`src/include/gdoc_defs.svh`:
```
// gdoc_defs.svh: offsets, field positions and reset values of the debug pin override block
// assumes: included by bare name from package and design files
`ifndef GDOC_DEFS_SVH
`define GDOC_DEFS_SVH

`define GDOC_ADDR_W 32
`define GDOC_CFG_OFFSET 32'h4000BC00
`define GDOC_STAT_OFFSET 32'h4000BC04
`define GDOC_CFG_RESET 32'h00000010
`define GDOC_STAT_RESET 32'h00000000
`define GDOC_CFG_DBGDIS_BIT 5
`define GDOC_CFG_REGEN_BIT 4
`define GDOC_CFG_RSVD_BIT 3
`define GDOC_STAT_BOOT_BIT 3
`define GDOC_STAT_FORCED_BIT 1
`define GDOC_STAT_SWEN_BIT 0

`endif

```
`src/include/gdoc_pkg.sv`:
```
// gdoc_pkg.sv: types of the debug pin override block
// assumes: gdoc_defs.svh on the include path
`include "gdoc_defs.svh"

package gdoc_pkg;
  typedef logic [31:0] gdoc_word_t;
  typedef logic [`GDOC_ADDR_W-1:0] gdoc_addr_t;
  // boot-select capture progress after reset release
  typedef enum logic [0:0] {
    GDOC_WAIT_SAMPLE,
    GDOC_SAMPLED
  } gdoc_boot_state_t;
endpackage : gdoc_pkg

```
`src/hw/gdoc_top.sv`:
```
// gdoc_top.sv: debug override control and status registers for the general-purpose pins
// assumes: one clock, async active-high reset, plain register port, pins from outside
`include "gdoc_defs.svh"
`timescale 1ns/10ps
`default_nettype none

module gdoc_top (
  input wire logic clock, // 200 MHz system clock
  input wire logic rst, // async reset, active high
  input wire logic clk_en, // freezes all state while low
  input wire gdoc_pkg::gdoc_addr_t reg_addr, // register byte address
  input wire gdoc_pkg::gdoc_word_t reg_wdata, // write data
  input wire logic reg_wr, // write strobe
  input wire logic reg_rd, // read strobe
  output gdoc_pkg::gdoc_word_t reg_rdata, // read data, cycle after strobe
  input wire logic boot_select_pin_n, // boot-select pin, active low
  input wire logic debugger_cable_forced, // debugger cable forces debug active
  input wire logic swj_serial_wire_en, // serial wire enabled by the debug port
  input wire logic debug_request, // debug interface asks to take the pins
  input wire logic rsvd_hw_set, // hardware sets the reserved bit
  input wire logic rsvd_hw_clear, // hardware clears the reserved bit
  input wire logic regulator_enable, // regulator enable signal from power control
  output logic debug_active, // debug interface owns its pins
  output logic debug_override_permit, // debug override allowed by config
  output logic port_a_pin_seven_override, // regulator enable takes port a pin seven
  output logic port_a_pin_seven_value // level driven on port a pin seven when overridden
);

  // pin synchronisers
  logic [1:0] boot_sync_q;
  logic [1:0] forced_sync_q;
  logic [1:0] swen_sync_q;
  logic [1:0] dreq_sync_q;

  always_ff @(posedge clock or posedge rst) begin
    if (rst) begin
      boot_sync_q <= 2'h3;
      forced_sync_q <= 2'h0;
      swen_sync_q <= 2'h0;
      dreq_sync_q <= 2'h0;
    end else if (clk_en) begin
      boot_sync_q <= {boot_sync_q[0], boot_select_pin_n};
      forced_sync_q <= {forced_sync_q[0], debugger_cable_forced};
      swen_sync_q <= {swen_sync_q[0], swj_serial_wire_en};
      dreq_sync_q <= {dreq_sync_q[0], debug_request};
    end
  end

  logic forced_s;
  logic swen_s;
  logic dreq_s;
  assign forced_s = forced_sync_q[1];
  assign swen_s = swen_sync_q[1];
  assign dreq_s = dreq_sync_q[1];

  // configuration register
  logic debug_override_disable_q;
  logic regulator_pin_override_enable_q;
  logic reserved_preserve_bit_q;
  logic cfg_wr;
  logic stat_hit;
  logic cfg_hit;

  assign cfg_hit = (reg_addr == `GDOC_CFG_OFFSET);
  assign stat_hit = (reg_addr == `GDOC_STAT_OFFSET);
  assign cfg_wr = reg_wr && cfg_hit;

  localparam gdoc_pkg::gdoc_word_t CFG_RST = `GDOC_CFG_RESET;

  always_ff @(posedge clock or posedge rst) begin
    if (rst) begin
      debug_override_disable_q <= CFG_RST[`GDOC_CFG_DBGDIS_BIT];
      regulator_pin_override_enable_q <= CFG_RST[`GDOC_CFG_REGEN_BIT];
    end else if (clk_en && cfg_wr) begin
      debug_override_disable_q <= reg_wdata[`GDOC_CFG_DBGDIS_BIT];
      regulator_pin_override_enable_q <= reg_wdata[`GDOC_CFG_REGEN_BIT];
    end
  end

  // reserved bit: hardware events win over the software write
  always_ff @(posedge clock or posedge rst) begin
    if (rst) begin
      reserved_preserve_bit_q <= CFG_RST[`GDOC_CFG_RSVD_BIT];
    end else if (clk_en) begin
      if (rsvd_hw_set) begin
        reserved_preserve_bit_q <= 1'b1;
      end else if (rsvd_hw_clear) begin
        reserved_preserve_bit_q <= 1'b0;
      end else if (cfg_wr) begin
        reserved_preserve_bit_q <= reg_wdata[`GDOC_CFG_RSVD_BIT];
      end
    end
  end

  // debug ownership: once active, disable cannot revoke it
  logic debug_active_q;
  always_ff @(posedge clock or posedge rst) begin
    if (rst) begin
      debug_active_q <= 1'b0;
    end else if (clk_en) begin
      if (!debug_active_q && (forced_s || (dreq_s && !debug_override_disable_q))) begin
        debug_active_q <= 1'b1;
      end
    end
  end

  assign debug_active = debug_active_q;
  assign debug_override_permit = !debug_override_disable_q;
  assign port_a_pin_seven_override = regulator_pin_override_enable_q;
  assign port_a_pin_seven_value = regulator_pin_override_enable_q & regulator_enable;

  // boot-select capture once after reset release
  gdoc_pkg::gdoc_boot_state_t boot_state_q;
  logic boot_select_sampled_q;
  logic [1:0] boot_settle_q;

  always_ff @(posedge clock or posedge rst) begin
    if (rst) begin
      boot_state_q <= gdoc_pkg::GDOC_WAIT_SAMPLE;
      boot_select_sampled_q <= 1'b0;
      boot_settle_q <= 2'h0;
    end else if (clk_en) begin
      case (boot_state_q)
        gdoc_pkg::GDOC_WAIT_SAMPLE: begin
          // wait until the synchroniser holds post-reset pin values
          if (boot_settle_q == 2'h2) begin
            boot_select_sampled_q <= !boot_sync_q[1];
            boot_state_q <= gdoc_pkg::GDOC_SAMPLED;
          end else begin
            boot_settle_q <= boot_settle_q + 2'h1;
          end
        end
        gdoc_pkg::GDOC_SAMPLED: begin
          boot_state_q <= gdoc_pkg::GDOC_SAMPLED;
        end
        default: begin
          boot_state_q <= gdoc_pkg::GDOC_WAIT_SAMPLE;
        end
      endcase
    end
  end

  // status word; only listed bits, all else zero
  gdoc_pkg::gdoc_word_t stat_word;
  gdoc_pkg::gdoc_word_t cfg_word;
  always_comb begin
    stat_word = `GDOC_STAT_RESET;
    stat_word[`GDOC_STAT_BOOT_BIT] = boot_select_sampled_q;
    stat_word[`GDOC_STAT_FORCED_BIT] = forced_s;
    stat_word[`GDOC_STAT_SWEN_BIT] = swen_s;
    cfg_word = 32'h00000000;
    cfg_word[`GDOC_CFG_DBGDIS_BIT] = debug_override_disable_q;
    cfg_word[`GDOC_CFG_REGEN_BIT] = regulator_pin_override_enable_q;
    cfg_word[`GDOC_CFG_RSVD_BIT] = reserved_preserve_bit_q;
  end

  // read data register; status writes are ignored
  always_ff @(posedge clock or posedge rst) begin
    if (rst) begin
      reg_rdata <= 32'h00000000;
    end else if (clk_en) begin
      if (reg_rd && cfg_hit) begin
        reg_rdata <= cfg_word;
      end else if (reg_rd && stat_hit) begin
        reg_rdata <= stat_word;
      end else begin
        reg_rdata <= 32'h00000000;
      end
    end
  end
endmodule : gdoc_top

`default_nettype wire

```
`config.mk`:
```
export PLATFORM = sky130hd
export DESIGN_NAME = gdoc_top
export DESIGN_NICKNAME = d
export VERILOG_FILES = /design/src/include/gdoc_pkg.sv /design/src/hw/gdoc_top.sv
export VERILOG_INCLUDE_DIRS = /design/src /design/src/include
export SDC_FILE = /design/constraint.sdc
export NUM_CORES = 1
export LEC_CHECK = 0
export BUFFER_PORTS_ARGS = -buffer_cell sky130_fd_sc_hd__buf_2
export CAP_MARGIN = 5
export CORE_MARGIN = 1.5
export CORE_UTILIZATION = 40
export DETAILED_ROUTE_END_ITERATION = 10
export PLACE_DENSITY_LB_ADDON = 0.05
export SLEW_MARGIN = 20
export SYNTH_ARGS = -nofsm -noshare
export SYNTH_HDL_FRONTEND = slang
export SYNTH_SLANG_ARGS = --single-unit
```
`constraint.sdc`:
```
create_clock -name clock -period 2.1 [get_ports clock]
set_clock_uncertainty 0.2 [all_clocks]
set_input_delay 0.21 -clock clock [delete_from_list [all_inputs] [get_ports clock]]
set_output_delay 0.21 -clock clock [all_outputs]
set_load 0.005 [all_outputs]
```
# Word-level counts from Yosys, hierarchy flattened
# Index checks and enable logic that the tools add are counted.
[totals]
regBits = 48
input_bits = 76
out_inout_bits = 36
word_cells = 41
[op_classes]
add_sub_neg = 1
eq_ne = 3
muxes = 7
bitwise = 3
reduce_logical = 15
[ops]
columns = ["op", "n"]
rows = [
  ["$eq A32 B31 Y1 const B", 2],
  ["$logic_and A1 B1 Y1", 6],
  ["$mux W6", 1],
  ["$reduce_and A3 Y1", 2],
  ["$mux W1", 4],
  ["$mux W4", 1],
  ["$reduce_and A2 Y1", 2],
  ["$logic_not A1 Y1", 3],
  ["$reduce_bool A3 Y1", 1],
  ["$add A2 B1 Y2 const B", 1],
  ["$eq A2 B2 Y1 const B", 1],
  ["$not A1 Y1", 2],
  ["$pmux W1 S2", 1],
  ["$and A1 B1 Y1", 1],
  ["$logic_or A1 B1 Y1", 1],
]

# Logic depth before layout (Yosys ltp)
# Gate-level depths: netlist of the first run.
[logic_depth]
depth_word = 5
ltp_mapped = 5
ltp_nobuf = 5

# Worst setup path before layout of the first run
# OpenSTA, ideal clock, no wires.
[synth_path]
kind = "input -> register"
start = "input port reg_addr[3]"
end = "register debug_override_disable_q"
setup_time_ps = 128
t_arrival_ps = 1245
required_ps = 1772
path_slack_ps = 527
cell_stages = 4
path_buffers = 0
cell_sequence = "nor4b_4 nand4_4 nor3_2 mux2_1"
[synth_between]
elab_chain_len = 3
[synth_lines]
columns = ["element", "line_no", "rtl"]
rows = [
  ["start: declaration", "gdoc_top.sv:11", "input wire gdoc_pkg::gdoc_addr_t reg_addr,"],
  ["$eq A32 B31 Y1 (no line)", "-", ""],
  ["$logic_and A1 B1 Y1", "gdoc_top.sv:66", "assign cfg_wr = reg_wr && cfg_hit;"],
  ["$logic_and A1 B1 Y1", "gdoc_top.sv:74", "end else if (clk_en && cfg_wr) begin"],
  ["end signal: assignment", "gdoc_top.sv:72", "debug_override_disable_q <= CFG_RST[`GDOC_CFG_DBGDIS_BIT];"],
  ["end signal: assignment", "gdoc_top.sv:75", "debug_override_disable_q <= reg_wdata[`GDOC_CFG_DBGDIS_BIT];"],
  ["end: declaration", "gdoc_top.sv:57", "logic debug_override_disable_q;"],
]
# Every way passes these cells.
# A chain may end at the register's enable or synchronous reset.

# Final worst setup path of the first run
[layout_path]
start = "input port reg_addr[7]"
end = "register debug_override_disable_q"
# Same word-level chain as after synthesis.

==> flow_metrics.py, run 1 <==
metrics = {
    "timing": {
        "layout_min_cycle_time_ns": 1.50,
        "setup_viol": 0,
        "fin_crit_sh": 0.715,
        "slew_headroom": 0.486,
        "fin_setup_tns_ns": 0,
        "worstMarginPinSlew_ns": 0.770,
        "finalHoldViolCount": 0,
        "grt_setup_unrepaired": "no",
        "max_freq_ghz": 0.666,
        "finalMaxSlewViolations": 0,
    },
    "logic_synthesis": {
        "synth_largest_area_cell": "dfrtp_1",
        "ys_seq_area_frac": 0.423,
        "synth_top_area_frac": 0.360,
        "ys_types": 35,
        "yosysWarnings": 0,
        "syn_avg_cell_area_um2": 11.7,
        "yosys_most_used_dff": "dfrtp_1",
        "synthesis.area_um2": 1250,
        "synth_seq_cells": 21,
        "syn_inst": 107,
        "synth_area_leaders": "dfrtp_1 36%, buf_4 16%, mux2_2 7.2%",
        "ys_async_sr_fraction": 1.00,
        "synth-edff-count": 0,
    },
    "status": {
        "outcome": "complete, no violations",
    },
    "worst_hold_path": {
        "min_path_type": "in2reg",
    },
    "worst_setup_path": {
        "cp_cell_sequence": "buf_2, nor4_4, nand4_4, nor3_2, mux2_1",
        "cpPeakStageDelay_ns": 0.35,
        "arrival_ns": 1.49,
        "critPathKind": "in2reg",
        "critPathTopFamily": "simple AND/OR/NAND/NOR gates",
        "start_kind": "primary input",
        "cp_num_buf_inv": 1,
        "setup.worst_path.end_class": "register",
        "critPathRequiredTime_ns": 2.09,
        "r2r_slack_ns": 0.70,
        "cpMaxStageDelayCell": "mux2_1",
        "crit_fanout": 5,
    },
    "grt": {
        "overflow": 0,
        "grt_pass1_wl_um": 3860,
        "grt_util_all_layers": 0.146,
        "grt_pass1_vias": 912,
        "grt_max_degree": 22,
        "antenna_found_initial": 0,
    },
    "drt": {
        "drt_iter0_markers": 17,
        "drc_errors": 0,
        "final_antenna_net_count": 0,
        "dr.pass1.iters": 4,
        "wl_per_cell_um": 11.0,
        "post_drt_via_cell_ratio": 4.58,
        "vias": 934,
        "drt_wl_total_um": 2250,
    },
    "clocking": {
        "insertion_delay_ns": 0.30,
        "path_clk_slew_ns": 0.11,
        "htree_levels": 1,
        "cts.sinks": 21,
        "tritoncts": "yes",
        "cts_resized": 0,
        "cts_buffers": 3,
        "clockBufferDepth": 2,
        "root_buffer": "clkbuf_4",
    },
    "power": {
        "cellLeakagePower_uw": 0.000793,
        "fin_total_pwr_uw": 850,
        "cellPowerDensity_nw_per_um2": 547,
        "ir_drop_v": 0.000440,
    },
    "placed_design": {
        "numPortBuffers": 55,
        "hpwl_um": 1880,
        "gp_congestion": 0.723,
    },
    "floorplanning": {
        "die_h_um": 58.9,
        "ios": 112,
        "initial_core_util": 0.417,
        "rows": 20,
        "core_um2": 3000,
        "die_x_um": 58.9,
        "die_area_um2": 3470,
    },
    "job": {
        "cap_viol_max_count": 0,
    },
    "finish": {
        "multiInputGateArea_um2": 583,
        "layout-drive-gt1-share": 0.485,
        "antenna_cells": 0,
        "final_nets": 249,
        "syn_to_final_growth_pct": 24.1,
        "register_area_um2": 529,
        "fillers": 285,
    },
}
-- cell usage after synthesis (2+ instances only) --
library cell / number
buf_4: 27
dfrtp_1: 18
mux2_2: 8
nand2_1: 6
inv_1: 5
a22o_1: 4
nor4_2: 4
dfstp_2: 3
a21oi_1: 2
mux2_1: 2
nor3_1: 2
nor4b_4: 2
o21ai_0: 2
-- layout make-up --
type                            instances  area share
Clock buffer                            3      0.0145
Clock inverter                          1     0.00322
Inverter                                5      0.0121
Multi-Input combinational cell         78       0.376
Sequential cell                        21       0.341
Tap cell                               33      0.0266
Timing Repair Buffer                   63       0.227
-- kinds of logic (layout without fill, tap and decap cells) --
group / count (synthesis) / in the layout / synth area share
xor+xnor: 1 / 1 / 0.00700
mux: 10 / 10 / 0.0900
fa+ha+maj: 1 / 1 / 0.0100
buf+inv: 34 / 72 / 0.189
other cells: 1 / 27 / 0.00300
compound gates: 12 / 12 / 0.0720
simple gates: 27 / 27 / 0.206
flops: 21 / 21 / 0.423
-- final timing paths --
kind	startpoint	depth (start not counted)	to
setup / recovery	reg_addr[7]	5	debug_override_disable_q
hold / removal	rsvd_hw_clear	4	reserved_preserve_bit_q
setup reg to reg	boot_settle_q[0]	5	boot_settle_q[1]
hold reg to reg	boot_state_q	1	boot_state_q
max in group asynchronous	rst	3	dreq_sync_q[0]
min in group asynchronous	rst	3	reg_rdata[5]
-- cell usage in the layout, fill, tap and decap left out, types with 4 or more instances in the layout --
cell,instances
nand2_1,6
dfrtp_1,18
conb_1,27
dlygate4sd3_1,7
mux2_2,8
buf_2,55
a22o_1,4
nor4_2,4
inv_1,5
-- timing repair --
action	4_1_cts	5_1_grt
setup buffers	0	0
hold endpoints to repair	24	0
hold buffers	7	0
-- registers in the layout, indices dropped and copies added, names as in the netlist --
register	cells
boot_select_sampled_q	1
boot_settle_q	2
boot_state_q	1
boot_sync_q	2
debug_active	1
debug_override_disable_q	1
dreq_sync_q	2
forced_sync_q	2
port_a_pin_seven_override	1
reg_rdata	5
reserved_preserve_bit_q	1
swen_sync_q	2
-- worst reg2reg max path: cells and delay by family (launching register included) --
kind                       cells  cell delay (ns)
AOI/OAI and AO/OA              1             0.12
DFF                            1             0.34
buffers and inverters          1             0.06
and+or+nand+nor                2             0.39
adders and majority gates      1             0.23
-- per-stage QoR --
| step | hold slack [ns] | utilization | setup WS [ns] | cells | cell area (µm²) |
|---|---|---|---|---|---|
| after global placement | 0.176 | 0.485 | 0.255 | 193 | 1460 |
| after global routing | 0.0429 | 0.517 | 0.500 | 204 | 1550 |
| after detailed placement | 0.189 | 0.485 | 0.246 | 193 | 1460 |
| after floorplan | -0.0157 | - | 0.527 | 133 | 1350 |
| final | 0.0290 | 0.517 | 0.599 | 204 | 1550 |
| after CTS | 0.0216 | 0.517 | 0.581 | 204 | 1550 |
-- routing by layer --
metal  global-route usage  vias up  routed length [µm]
met2                0.281       39                1200
met1                0.149      443                 890
met4               0.0292        0                  12
li1                     -      450                   -
met5                    0        -                   0
met3               0.0549        2                 156
-- power by group --
part | internal, µW | switching [µW] | total (µW) | leakage [µW]
clock | 71.0 | 114 | 185 | 0.0000177
combinational | 94.6 | 90.3 | 185 | 0.000526
sequential | 457 | 23.2 | 480 | 0.000249
No activity file was read; power rests on OpenSTA's default activity.
==> run 2, diff against run 1 <==
--- a/config.mk
+++ b/config.mk
@@ -9,7 +9,7 @@
 export BUFFER_PORTS_ARGS = -buffer_cell sky130_fd_sc_hd__buf_2
 export CAP_MARGIN = 5
 export CORE_MARGIN = 1.5
-export CORE_UTILIZATION = 40
+export CORE_UTILIZATION = 37
 export DETAILED_ROUTE_END_ITERATION = 10
 export PLACE_DENSITY_LB_ADDON = 0.05
 export SLEW_MARGIN = 20
==> constraint.sdc (replaced) <==
create_clock -name clock -period 1.55 [get_ports clock]
set_clock_uncertainty 0.2 [all_clocks]
set_input_delay 0.155 -clock clock [delete_from_list [all_inputs] [get_ports clock]]
set_output_delay 0.155 -clock clock [all_outputs]
set_load 0.005 [all_outputs]
==> run 2 against run 1 <==
Routed wire length up 6.8%. Clock power up 37%. Flip-flop and latch count unchanged. First-iteration DRC count up 41%.
==> flow_metrics.py, run 2 (synthesis gave the netlist of run 1 again) <==
metrics = {
    "status": {
        "outcome": "complete, no violations",
    },
    "clocking": {
        "cts_buffers": 3,
        "path_clk_slew_ns": 0.12,
        "tritoncts": "yes",
        "cts.sinks": 21,
        "htree_levels": 1,
        "post-cts-setup-buffers": 0,
        "root_buffer": "clkbuf_4",
        "clockBufferDepth": 2,
        "insertion_delay_ns": 0.30,
    },
    "floorplanning": {
        "initial_core_util": 0.400,
        "core_um2": 3130,
        "die_area_um2": 3740,
        "die_x_um": 61.2,
        "rows": 20,
        "ios": 112,
        "die_h_um": 61.2,
    },
    "finish": {
        "final_nets": 256,
        "regMostFlops": "reg_rdata",
        "layout-drive-gt1-share": 0.489,
        "antenna_cells": 0,
        "layout_commonest_cell": "buf_2",
        "final_cell_mix": "55 x buf_2, 27 x conb_1, 18 x dfrtp_1, 9 x dlygate4sd3_1, 8 x mux2_2",
        "largest_register_ff_count": 5,
        "syn_to_final_growth_pct": 29.7,
    },
    "grt": {
        "overflow": 0,
        "antenna_found_initial": 0,
        "grt_pass1_vias": 955,
        "grt_util_all_layers": 0.148,
        "grt_pass1_wl_um": 4100,
        "grt_max_degree": 22,
    },
    "drt": {
        "drt_iter0_markers": 24,
        "drc_errors": 0,
        "vias": 954,
        "post_drt_via_cell_ratio": 4.30,
        "final_antenna_net_count": 0,
        "dr.pass1.iters": 4,
        "wl_per_cell_um": 10.8,
        "drt_wl_total_um": 2410,
    },
    "power": {
        "switching_share": 0.265,
        "ir_drop_v": 0.000551,
        "comb_power_share": 0.222,
        "cellPowerDensity_nw_per_um2": 716,
        "switchingPower_uw": 308,
        "cellLeakagePower_uw": 0.000822,
        "seqPwrFrac": 0.560,
        "p_int_uw": 854,
        "power_frac_clock": 0.218,
    },
    "timing": {
        "hold_ws_ns": 0.0524,
        "grt_setup_unrepaired": "no",
        "max_freq_ghz": 0.695,
        "layout_min_cycle_time_ns": 1.44,
        "fin_crit_sh": 0.929,
        "setup_viol": 0,
        "setup_ws_ns": 0.110,
        "fin_setup_tns_ns": 0,
        "finalMaxSlewViolations": 0,
        "finalHoldViolCount": 0,
    },
    "worst_setup_path": {
        "critPathRequiredTime_ns": 1.55,
        "setup.worst_path.end_class": "register",
        "critPathKind": "in2reg",
        "arrival_ns": 1.44,
        "start_kind": "primary input",
        "crit_fanout": 4,
    },
    "worst_hold_path": {
        "min_path_type": "in2reg",
    },
    "placed_design": {
        "numPortBuffers": 55,
        "hpwl_um": 2040,
        "gp_congestion": 0.716,
        "pre_cts_slack_ns": -0.241,
    },
    "job": {
        "cap_viol_max_count": 0,
    },
}
==> run 2: cell count changes in the layout (fill, tap and decap cells not counted), sizes merged <==
cell,delta
dlygate4sd3,+2
clkbuf,+1
clkinv,-1
buf,+5
==> run 2: power by group through the flow <==
stage                     Clock (µW)  Sequential [µW]  Combinational (µW)
after floorplan                    0              652                 200
after global placement             0              660                 235
final                            253              651                 259
after CTS                        267              653                 263
after detailed placement           0              664                 245
after global routing             289              661                 298
==> run 2: final cells by class <==
| type | count | area (µm²) |
|---|---|---|
| fillers | 298 | 1510 |
| multi-input cells | 78 | 583 |
| flip-flops and latches | 21 | 529 |
| repair buffers | 70 | 410 |
| well taps | 44 | 55.1 |
| clock buffers | 4 | 26.3 |
| inverters | 5 | 18.8 |
==> run 2: metrics by stage <==
stage          total power, µW  instances  area (µm²)   util
6_report                  1160        222        1620  0.519
5_1_grt                   1250        222        1620  0.519
4_1_cts                   1180        222        1620  0.519
3_5_place_dp               909        209        1510  0.482
3_3_place_gp               896        209        1510  0.482
2_1_floorplan              852        133        1350      -
==> run 2: repair_timing <==
item,4_1_cts,5_1_grt
setup endpoints to repair,0,0
hold buffers,9,0
endpoints found under the hold margin,28,0
resized for setup,0,0
==> run 2: worst max-delay path, cell delays in order <==
cell and delay (ns):
buf_2 0.12, nor4b_4 0.33, nand4_4 0.17, nor3_2 0.32, mux2_1 0.35
==> run 2: worst paths after layout <==
kind | start | endpoint | slack (ns) | depth (start not counted)
worst min register to register | boot_select_sampled_q | boot_select_sampled_q | 0.29 | 2
min in group asynchronous | rst | boot_settle_q[1] | 0.21 | 4
worst max-delay path | reg_addr[14] | debug_override_disable_q | 0.11 | 5
max in group asynchronous | rst | boot_sync_q[0] | 0.65 | 4
worst min-delay path | reg_wr | reserved_preserve_bit_q | 0.05 | 4
worst max register to register | boot_settle_q[0] | boot_settle_q[1] | 0.18 | 5
==> run 2: layer usage <==
| layer | track usage | share of wire |
|---|---|---|
| met5 | 0 | 0 |
| met2 | 0.260 | 0.51 |
| met3 | 0.0420 | 0.072 |
| met4 | 0.0311 | 0.014 |
| met1 | 0.181 | 0.40 |
